**src/rtl/afp_map.svh**
```systemverilog
`ifndef AFP_MAP_SVH
`define AFP_MAP_SVH

// Half-bridge indices.
`define AFP_HB_A 0
`define AFP_HB_B 1
`define AFP_HB_C 2
`define AFP_HB_D 3
`define AFP_NUM_HB 4

// Output configuration codes.
`define AFP_MODE_BTL 2'h0
`define AFP_MODE_PARALLEL_BRIDGE_MODE 2'h1
`define AFP_MODE_SE 2'h2

// Warning thresholds in degrees C, for reference by the comparator owner.
`define AFP_WARN_LOW_DEGC 100
`define AFP_WARN_HIGH_DEGC 125

// Least spacing from shutdown flag falling to reset rising, in us.
`define AFP_RELEASE_WAIT_US 4000
`define AFP_CLK_MHZ 200
`define AFP_RELEASE_WAIT_CYC (`AFP_RELEASE_WAIT_US * `AFP_CLK_MHZ)

`endif

```
**src/rtl/afp_pkg.sv**
```systemverilog
`default_nettype none
package afp_pkg;
  typedef enum logic [1:0] {
    AFP_BTL  = 2'h0,
    AFP_PARALLEL_BRIDGE_MODE = 2'h1,
    AFP_SE   = 2'h2
  } afp_mode_t;

  typedef enum logic [2:0] {
    AFP_ST_HOLD = 3'h1,
    AFP_ST_RUN  = 3'h2,
    AFP_ST_TRIP = 3'h4
  } afp_state_t;
endpackage
`default_nettype wire

```
**src/rtl/afp_sync_if.sv**
```systemverilog
`timescale 1ns/1ps
`default_nettype none
interface afp_sync_if;
  logic [8:0] raw;
  logic [8:0] synced;
  modport src (output raw, input synced);
  modport dst (input raw, output synced);
endinterface
`default_nettype wire

```
**src/rtl/afp_sync.sv**
```systemverilog
`timescale 1ns/1ps
`default_nettype none
module afp_sync (
  // Clock and control
  input  wire logic  core_clk_in,
  input  wire logic  rst_in,
  input  wire logic  ce_in,
  // Bits to synchronise
  afp_sync_if.dst    bus
);
  logic [8:0] meta_q;
  logic [8:0] meta_d;
  logic [8:0] sync_q;
  logic [8:0] sync_d;

  always_comb
  begin
    meta_d = ce_in ? bus.raw : meta_q;
    sync_d = ce_in ? meta_q : sync_q;
  end

  always_ff @(posedge core_clk_in)
  begin
    if (rst_in)
    begin
      meta_q <= 9'h000;
      sync_q <= 9'h000;
    end
    else
    begin
      meta_q <= meta_d;
      sync_q <= sync_d;
    end
  end

  assign bus.synced = sync_q;
endmodule
`default_nettype wire

```
**src/rtl/afp_monitor.sv**
```systemverilog
`timescale 1ns/1ps
`default_nettype none
`include "afp_map.svh"
module afp_monitor (
  // Clock, enable, synchronous reset
  input  wire logic        core_clk_in,
  input  wire logic        ce_in,
  input  wire logic        rst_in,
  // Device reset pin, active low
  input  wire logic        reset_n_in,
  // Output configuration strap
  input  wire logic [1:0]  mode_in,
  // Comparator and monitor levels, active high
  input  wire logic        temp_above_low_in,
  input  wire logic        temp_above_high_in,
  input  wire logic        overtemp_error_in,
  input  wire logic [3:0]  overload_protect_in,
  input  wire logic        common_supply_ok_in,
  input  wire logic [3:0]  gate_drive_supply_ok_in,
  input  wire logic [3:0]  bootstrap_supply_ok_in,
  // Open-drain flags: output level and enable (enable low drives)
  output logic             fault_shutdown_n_out,
  output logic             fault_shutdown_n_oe_n_out,
  output logic             temp_warn_n_out,
  output logic             temp_warn_n_oe_n_out,
  output logic             temp_warn_low_n_out,
  output logic             temp_warn_low_n_oe_n_out,
  output logic             temp_warn_high_n_out,
  output logic             temp_warn_high_n_oe_n_out,
  // Power stage control per half-bridge
  output logic [3:0]       bridge_enable_out,
  output logic [3:0]       bridge_pulldown_out
);

  ////////////////////////////////////////////////////////////////////////////
  // Pin synchronisation.

  afp_sync_if sif ();

  assign sif.raw = {reset_n_in, temp_above_low_in, temp_above_high_in, overtemp_error_in,
                    common_supply_ok_in, (&gate_drive_supply_ok_in), (|overload_protect_in),
                    (|overload_protect_in[1:0]), (|overload_protect_in[3:2])};

  afp_sync u_sync (
    .core_clk_in (core_clk_in),
    .rst_in      (rst_in),
    .ce_in       (ce_in),
    .bus         (sif.dst)
  );

  logic       rst_pin_n;
  logic       t_low;
  logic       t_high;
  logic       overtemp_error;
  logic       vdd_ok;
  logic       gvdd_ok;
  logic       olp_any;
  logic       olp_ab;
  logic       olp_cd;

  assign {rst_pin_n, t_low, t_high, overtemp_error, vdd_ok, gvdd_ok, olp_any, olp_ab, olp_cd} = sif.synced;

  // Bootstrap monitors are per half-bridge and pass their own pair of flops.
  logic [3:0] bst_meta_q;
  logic [3:0] bst_meta_d;
  logic [3:0] bst_ok_q;
  logic [3:0] bst_ok_d;

  ////////////////////////////////////////////////////////////////////////////
  // Fault latches and state.

  afp_pkg::afp_state_t state_q;
  afp_pkg::afp_state_t state_d;
  logic       ote_lat_q;
  logic       ote_lat_d;
  logic       olp_ab_q;
  logic       olp_ab_d;
  logic       olp_cd_q;
  logic       olp_cd_d;
  logic       rst_pin_q;
  logic       rst_pin_d;
  logic       supplies_ok;
  logic       rise;
  logic       global_fault;
  logic       grp_ab_fault;
  logic       grp_cd_fault;
  logic       shut_any;
  logic [3:0] kill;

  assign supplies_ok = vdd_ok & gvdd_ok;
  assign rise        = rst_pin_n & ~rst_pin_q;

  always_comb
  begin
    bst_meta_d = ce_in ? bootstrap_supply_ok_in : bst_meta_q;
    bst_ok_d   = ce_in ? bst_meta_q : bst_ok_q;
    rst_pin_d  = ce_in ? rst_pin_n : rst_pin_q;
    ote_lat_d  = ote_lat_q;
    olp_ab_d   = olp_ab_q;
    olp_cd_d   = olp_cd_q;
    state_d    = state_q;
    if (ce_in)
    begin
      // Reset low clears the temperature latch; a new error sets it only while reset is high.
      if (!rst_pin_n)
        ote_lat_d = 1'b0;
      if (overtemp_error && rst_pin_n)
        ote_lat_d = 1'b1;
      // Overload is cleared only by a rising edge of the reset pin.
      if (rise)
      begin
        olp_ab_d = 1'b0;
        olp_cd_d = 1'b0;
      end
      if (olp_ab && rst_pin_n)
        olp_ab_d = 1'b1;
      if (olp_cd && rst_pin_n)
        olp_cd_d = 1'b1;
      unique case (state_q)
        afp_pkg::AFP_ST_HOLD:
          if (rst_pin_n && supplies_ok)
            state_d = afp_pkg::AFP_ST_RUN;
        afp_pkg::AFP_ST_RUN:
          if (!rst_pin_n)
            state_d = afp_pkg::AFP_ST_HOLD;
          else if (shut_any)
            state_d = afp_pkg::AFP_ST_TRIP;
        afp_pkg::AFP_ST_TRIP:
          if (!rst_pin_n)
            state_d = afp_pkg::AFP_ST_HOLD;
          else if (!shut_any)
            state_d = afp_pkg::AFP_ST_RUN;
        default:
          state_d = afp_pkg::AFP_ST_HOLD;
      endcase
    end
  end

  always_ff @(posedge core_clk_in)
  begin
    if (rst_in)
    begin
      bst_meta_q <= 4'h0;
      bst_ok_q   <= 4'h0;
      rst_pin_q  <= 1'b0;
      ote_lat_q  <= 1'b0;
      olp_ab_q   <= 1'b0;
      olp_cd_q   <= 1'b0;
      state_q    <= afp_pkg::AFP_ST_HOLD;
    end
    else
    begin
      bst_meta_q <= bst_meta_d;
      bst_ok_q   <= bst_ok_d;
      rst_pin_q  <= rst_pin_d;
      ote_lat_q  <= ote_lat_d;
      olp_ab_q   <= olp_ab_d;
      olp_cd_q   <= olp_cd_d;
      state_q    <= state_d;
    end
  end

  ////////////////////////////////////////////////////////////////////////////
  // Shutdown decision, grouped by output configuration.

  // Faults are looked at live as well as latched so Hi-Z follows at once.
  assign global_fault = overtemp_error | ote_lat_q | ~supplies_ok;
  // The latch clears on the reset rising edge itself; masking it here keeps
  // the stale copy from pulsing the shutdown flag for one cycle.
  assign grp_ab_fault = olp_ab | (olp_ab_q & ~rise);
  assign grp_cd_fault = olp_cd | (olp_cd_q & ~rise);
  assign shut_any     = global_fault | grp_ab_fault | grp_cd_fault;

  always_comb
  begin
    kill = {4{global_fault}};
    if (mode_in == `AFP_MODE_PARALLEL_BRIDGE_MODE)
      kill = kill | {4{olp_any | grp_ab_fault | grp_cd_fault}};
    else
      kill = kill | {{2{grp_cd_fault}}, {2{grp_ab_fault}}};
    kill = kill | ~bst_ok_q;
  end

  ////////////////////////////////////////////////////////////////////////////
  // Registered outputs.

  logic [3:0] en_q;
  logic [3:0] en_d;
  logic [3:0] pd_q;
  logic [3:0] pd_d;
  logic       sd_q;
  logic       sd_d;
  logic       wl_q;
  logic       wl_d;
  logic       wh_q;
  logic       wh_d;

  always_comb
  begin
    en_d = en_q;
    pd_d = pd_q;
    sd_d = sd_q;
    wl_d = wl_q;
    wh_d = wh_q;
    if (ce_in)
    begin
      // Reset low or bad common or gate-drive supplies keep every bridge off.
      en_d = (rst_pin_n && supplies_ok && (state_q != afp_pkg::AFP_ST_HOLD)) ? ~kill : 4'h0;
      // Single-ended outputs get no pulldown, they stay Hi-Z under reset.
      pd_d = (!rst_pin_n && (mode_in != `AFP_MODE_SE)) ? 4'hf : 4'h0;
      sd_d = rst_pin_n & shut_any;
      wl_d = t_low;
      wh_d = t_high;
    end
  end

  always_ff @(posedge core_clk_in)
  begin
    if (rst_in)
    begin
      en_q <= 4'h0;
      pd_q <= 4'h0;
      sd_q <= 1'b0;
      wl_q <= 1'b0;
      wh_q <= 1'b0;
    end
    else
    begin
      en_q <= en_d;
      pd_q <= pd_d;
      sd_q <= sd_d;
      wl_q <= wl_d;
      wh_q <= wh_d;
    end
  end

  // Open-drain: level is always low, enable low only while pulling.
  assign fault_shutdown_n_out      = 1'b0;
  assign fault_shutdown_n_oe_n_out = ~sd_q;
  assign temp_warn_n_out           = 1'b0;
  assign temp_warn_n_oe_n_out      = ~wh_q;
  assign temp_warn_low_n_out       = 1'b0;
  assign temp_warn_low_n_oe_n_out  = ~wl_q;
  assign temp_warn_high_n_out      = 1'b0;
  assign temp_warn_high_n_oe_n_out = ~wh_q;
  assign bridge_enable_out         = en_q;
  assign bridge_pulldown_out       = pd_q;

endmodule
`default_nettype wire

```
**config.mk**
```make
export PLATFORM = sky130hd
export DESIGN_NAME = afp_monitor
export DESIGN_NICKNAME = d
export VERILOG_FILES = /design/src/rtl/afp_pkg.sv /design/src/rtl/afp_sync_if.sv /design/src/rtl/afp_sync.sv /design/src/rtl/afp_monitor.sv
export VERILOG_INCLUDE_DIRS = /design/src /design/src/rtl
export SDC_FILE = /design/constraint.sdc
export NUM_CORES = 1
export LEC_CHECK = 0
export BUFFER_PORTS_ARGS = -buffer_cell sky130_fd_sc_hd__buf_2
export CAP_MARGIN = 10
export CELL_PAD_IN_SITES_DETAIL_PLACEMENT = 0
export CELL_PAD_IN_SITES_GLOBAL_PLACEMENT = 1
export CORE_ASPECT_RATIO = 0.9
export CORE_MARGIN = 1.5
export CORE_UTILIZATION = 42
export CTS_BUF_LIST = sky130_fd_sc_hd__clkbuf_4 sky130_fd_sc_hd__clkbuf_8
export DETAILED_ROUTE_END_ITERATION = 16
export PLACE_DENSITY_LB_ADDON = 0.1
export SYNTH_ARGS = -nofsm -noshare
export SYNTH_HDL_FRONTEND = slang
export SYNTH_SLANG_ARGS = --single-unit
```
**constraint.sdc**
```tcl
create_clock -name core_clk_in -period 1.5 [get_ports core_clk_in]
set_clock_uncertainty 0.05 [all_clocks]
set_input_delay 0.075 -clock core_clk_in [delete_from_list [all_inputs] [get_ports core_clk_in]]
set_output_delay 0.075 -clock core_clk_in [all_outputs]
set_load 0.1 [all_outputs]
```
==> results of run 1 <==
## sequential cells by signal, indices dropped and copies added, names as in the netlist
name / cells
sd_q: 1
wl_q: 1
bst_ok_q: 4
ote_lat_q: 1
olp_cd_q: 1
bst_meta_q: 4
olp_ab_q: 1
bridge_pulldown_out: 1
rst_pin_q: 1
u_sync.meta_q: 9
bridge_enable_out: 4
wh_q: 1
state_q: 3
u_sync.bus.synced: 9
## synth_stat cells, drive strengths merged
cell	count	share of area, %
nor4b	1	0.51
o211ai	3	1.3
nand4	1	0.36
mux2i	24	14
a21oi	10	2.9
o21ai	8	2.3
inv	10	2.2
a211oi	5	2.2
buf	16	5.6
nand3b	1	0.44
a2111o	2	1.3
conb	1	0.22
dfxtp	41	48
nor2	36	7.8
nor2b	1	0.36
nand2b	3	1.2
and3	1	0.36
a211o	1	0.51
a2111oi	1	1.6
nand2	8	1.9
a311oi	1	0.51
or2	2	0.73
nand4b	1	0.51
clkbuf	1	0.80
nor3	2	0.58
nand4bb	1	0.65
a31oi	2	0.73
nand3	3	0.87
## worst min-delay path: cells and delay by family
family	cells	cell delay, ps
and+or+nand+nor	1	40
buffers and inverters	1	80
AOI/OAI and AO/OA	2	170
## stage by stage
stage          hold WS (ps)  total power, uW
3_5_place_dp            268             1460
4_1_cts                63.2             2400
5_1_grt                85.7             2470
2_1_floorplan           172             1410
6_report               66.8             2370
3_3_place_gp            260             1450
## kinds of logic after synthesis
family          count (synthesis)
simple gates                   61
flops                          41
compound gates                 33
buf+inv                        27
mux                            24
other cells                     1
## per-layer routing
metal	up-vias	part of all wire, %
met1	618	50
met2	35	43
met5	-	0
li1	707	-
met4	0	2.4
met3	9	4.5
## area by class of cell
type / instances / share of cell area, %
inverters: 10 / 1.78
clock buffers: 7 / 4.26
clock inverters: 1 / 1.42
repair buffers: 48 / 14.2
well taps: 46 / 2.72
multi-input cells: 122 / 36.6
flip-flops and latches: 41 / 39.0
## layout by cell type (no fill, tap or decap), types with 2 or more instances in the layout
master	netlist	final
a2111o_1	2	2
a211oi_1	5	5
a21oi_1	10	10
a31oi_1	2	2
buf_2	5	33
buf_4	8	6
clkbuf_8	1	6
conb_1	1	4
dfxtp_1	41	38
dfxtp_2	0	3
dlygate4sd3_1	0	9
inv_1	9	9
mux2i_1	24	24
nand2_1	7	7
nand2b_1	2	2
nand3_1	3	3
nor2_1	36	36
o211ai_1	3	3
o21ai_0	8	8
## worst paths after layout
| kind | end | from | slack (ps) |
|---|---|---|---|
| max | state_q[1] | state_q[0] | 70 |
| max reg2reg | state_q[1] | state_q[0] | 70 |
| min reg2reg | bridge_enable_out[0] | bridge_enable_out[0] | 400 |
| min | bridge_pulldown_out[2] | mode_in[1] | 70 |
## power breakdown
group / total, uW / leakage [uW] / internal (uW) / switching (uW)
Clock: 919 / 0.0000619 / 560 / 358
Combinational: 297 / 0.000497 / 95.5 / 201
Sequential: 1150 / 0.000336 / 1130 / 25.5
## repair_timing
item | in CTS | in global routing
hold buffers | 9 | 0
setup buffers | 0 | 0
resized for setup | 0 | 4
hold endpoints to repair | 9 | 0
setup endpoints to repair | 0 | 7
==> run_results.csv, run 1 <==
group,metric,value,unit
run_status,status,"finished clean",
power_and_ir_drop,ir_drop,540,uV
power_and_ir_drop,power-per-cell-area,1120,nW/um2
global_routing,met3_usage,3.94,%
clock_network,clkSinkCount,41,
die,rows,21,
clock_network,htree_levels,2,
clock_network,root_buffer,"clkbuf_8",
clock_network,clockBufferDepth,2,
global_routing,grtUsageTotal,15.1,%
drt,drt_wl_total,3230,um
synthesis,synthAdderAreaFrac,0,%
clock_network,cts.clk_slew.worst_paths,70,ps
synthesis,syn-mean-instance-area,9.22,um2
timing,slew_viol_final,0,
drt,vias,1369,
global_routing,grt.met1_usage,20.8,%
setup_path,cp_top_family,"compound AO/OA/AOI/OAI gates",
clock_network,cts_tree,"built",
placed_design,dpl.cell_count,258,
synthesis,synth-xor-area-share,0,%
synthesis,synth-compound-area-share,13.4,%
setup_path,crit_cells,4,
die,initial_core_util,44.9,%
drt,drc,0,
setup_path,cp_data_required_time,1690,ps
synthesis,synth-simple-area-share,16.3,%
synthesis,synthCells,187,
worst_hold_path,min_path_cells,4,
placed_design,hpwlAfterDp,2340,um
job,max-cap-violations,0,
placed_design,gp_congestion,0.729,
global_routing,first_global_vias,1208,
synthesis,yosys_warnings,0,
global_routing,top_usage_layer,"met2",
placed_design,dp_slack,73.9,ps
clock_network,clk_latency,290,ps
setup_path,max_stage_delay,490,ps
global_routing,antenna_found_initial,0,
drt,avgRoutedWirePerCell,11.8,um
finish,stdcell_count,275,
synthesis,syn_area,1720,um2
power_and_ir_drop,p_leak,0.000895,uW
synthesis,synth_top_family_by_area,"simple AND/OR/NAND/NOR gates",
global_routing,grt_max_degree,19,
finish,final_core_util,55.1,%
timing,fin_crit,1430,ps
timing,setup_slack,70.0,ps
drt,first_pass_iters,4,
timing,rsz0062_at_grt,"no",
global_routing,grtUsageMet2,21.9,%
setup_path,crit_arrival,1620,ps
finish,drive_above_1_share,24.5,%
die,die_x,70.5,um
timing,finalSetupTns,0,ps
worst_hold_path,worstHoldPathType,"in -> reg",
setup_path,path_cells,"nand4b_1 > a2111o_1 > a31oi_1 > a211o_1",
setup_path,crit_buf_inv,0,
setup_path,crit_path_max_fanout,6,
finish,multi_input_area,774,um2
finish,nNetsFinal,250,
die,fp.coreArea,3840,um2
setup_path,path_class,"reg -> reg",
setup_path,reg2reg_depth,4,
finish,fillers,369,
die,ios,38,
global_routing,overflow,0,
placed_design,place_area,1890,um2
setup_path,cp-end-kind,"register",
synthesis,synth_cell_types,34,
drt,vias_per_cell,4.98,
die,fp.dieH,63.8,um
drt,drtAntennaViolNets,0,
finish,postLayoutCellArea,2110,um2
finish,regArea,825,um2
finish,n_antenna_cell,0,
synthesis,seq_area_frac_synth,47.6,%
timing,period_share,95.3,%
setup_path,cp-start-kind,"register",
die,dieArea,4500,um2
timing,hold_viol,0,
synthesis,ys_ff_latch,41,
placed_design,portBuffers,33,
timing,setup_viol,0,
finish,area_growth,22.6,%
drt,drt_iter0_drc,63,
synthesis,muxShareOfSynthArea,13.9,%
timing,clock.fmax,699,MHz
global_routing,grt_pass1_wl,5360,um
clock_network,cts_inserted_buffers,5,
setup_path,slowest_stage,"dfxtp_1",
Note: power is estimated with default switching activity, not from simulation.
==> run 2: changes to the inputs <==
Settings changed: CORE_MARGIN 1.5 to default.
==> run_results.csv, run 2 (same netlist as run 1, synthesis figures left out) <==
group,metric,value,unit
drt,first_pass_iters,4,
drt,avgRoutedWirePerCell,11.7,um
run_status,status,"finished clean",
setup_path,crit_arrival,1630,ps
power_and_ir_drop,power.share.switching,26.4,%
placed_design,gp_congestion,0.797,
clock_network,clockBufferDepth,2,
timing,clock.fmax,694,MHz
power_and_ir_drop,p_switching,575,uW
timing,fin_crit,1440,ps
timing,hold_viol,0,
drt,vias,1408,
setup_path,cp-start-kind,"register",
global_routing,grt_pass1_wl,5470,um
die,fp.coreArea,3810,um2
placed_design,dp_slack,34.8,ps
finish,postLayoutCellArea,2080,um2
placed_design,hpwlAfterDp,2340,um
timing,rsz0062_at_grt,"yes",
clock_network,htree_levels,2,
clock_network,clk_latency,290,ps
power_and_ir_drop,clkPwrFrac,33.6,%
finish,layout_common_cells,"dfxtp_1 (38), nor2_1 (36), buf_2 (33), mux2i_1 (24), a21oi_1 (10)",
clock_network,post_cts_buffers,0,
power_and_ir_drop,pwr-share-seq,52.8,%
finish,drive_above_1_share,23.7,%
setup_path,path_cells,"or2_0 > a2111o_1 > nor3_1 > a211o_1",
setup_path,slowest_stage,"a2111o_1",
die,fp.dieH,62.8,um
job,max-cap-violations,0,
placed_design,dpl.cell_count,258,
die,initial_core_util,45.3,%
setup_path,cp-end-kind,"register",
die,rows,21,
timing,period_share,96.0,%
clock_network,cts_inserted_buffers,5,
finish,final_common_cell,"dfxtp_1",
setup_path,cp_data_required_time,1690,ps
timing,slew_viol_final,0,
finish,stdcell_count,274,
timing,setup_slack,59.3,ps
power_and_ir_drop,power_frac_comb,13.6,%
placed_design,portBuffers,33,
global_routing,antenna_found_initial,0,
setup_path,max_stage_delay,470,ps
power_and_ir_drop,ir_drop,818,uV
die,die_x,69.5,um
worst_hold_path,worstHoldPathType,"in -> reg",
finish,n_antenna_cell,0,
global_routing,first_global_vias,1283,
finish,area_growth,20.6,%
clock_network,cts_tree,"built",
setup_path,cp_top_family,"compound AO/OA/AOI/OAI gates",
timing,setup_viol,0,
die,dieArea,4370,um2
clock_network,cts.clk_slew.worst_paths,80,ps
drt,drt_wl_total,3220,um
setup_path,crit_path_max_fanout,4,
clock_network,clkSinkCount,41,
setup_path,crit_buf_inv,0,
drt,vias_per_cell,5.14,
global_routing,overflow,0,
power_and_ir_drop,p_total,2180,uW
power_and_ir_drop,power-per-cell-area,1050,nW/um2
drt,drtAntennaViolNets,0,
placed_design,place_area,1890,um2
drt,drc,0,
power_and_ir_drop,p_leak,0.000881,uW
finish,nNetsFinal,250,
power_and_ir_drop,intPower,1600,uW
global_routing,grt_max_degree,26,
setup_path,path_class,"reg -> reg",
die,ios,38,
global_routing,grtUsageTotal,15.5,%
drt,drt_iter0_drc,76,
clock_network,root_buffer,"clkbuf_8",
-- run 2: final cells by class --
| class | instances | area, um2 |
|---|---|---|
| repair buffers | 48 | 300 |
| fillers | 354 | 1730 |
| inverters | 10 | 37.5 |
| clock buffers | 7 | 90.1 |
| well taps | 46 | 57.6 |
| flip-flops and latches | 41 | 825 |
| multi-input cells | 122 | 769 |
-- run 2: worst register-to-register path, cell delays in order (launching register included) --
cell and delay, ps:
dfxtp_1 330, or2_0 220, a2111o_1 470, nor3_1 200, a211o_1 120
-- run 2: final timing paths --
kind	startpoint	end	slack, ps	cells after the start
hold / removal	mode_in[1]	bridge_pulldown_out[2]	70	4
setup / recovery	olp_cd_q	state_q[1]	60	4
setup reg to reg	olp_cd_q	state_q[1]	60	4
hold reg to reg	bridge_enable_out[2]	bridge_enable_out[2]	410	2
-- run 2: power groups by stage --
stage	Combinational [uW]	Sequential [uW]	Clock [uW]
finish	297	1150	732
global route	317	1160	807
CTS	298	1150	760
detailed placement	280	1180	0
global placement	277	1170	0
floorplan	225	1180	0
-- run 2: through the flow --
step	hold slack [ps]	TNS (ps)	utilization (%)
floorplan	172	0	-
global placement	260	0	49.7
detailed placement	268	0	49.7
CTS	66.0	0	54.4
global route	80.6	-15.4	54.6
finish	71.4	0	54.6
-- run 2: layer usage --
| metal | vias up | wire (um) | GRT usage, % |
|---|---|---|---|
| met4 | 0 | 36 | 6.12 |
| met2 | 54 | 1420 | 26.0 |
| met3 | 4 | 221 | 4.19 |
| li1 | 710 | - | - |
| met1 | 640 | 1540 | 18.9 |
| met5 | - | 0 | 0 |
-- run 2: what timing repair did --
item,in CTS,in global routing
hold buffers,9,0
setup endpoints to repair,0,2
hold endpoints to repair,9,0
gates resized for setup,0,3
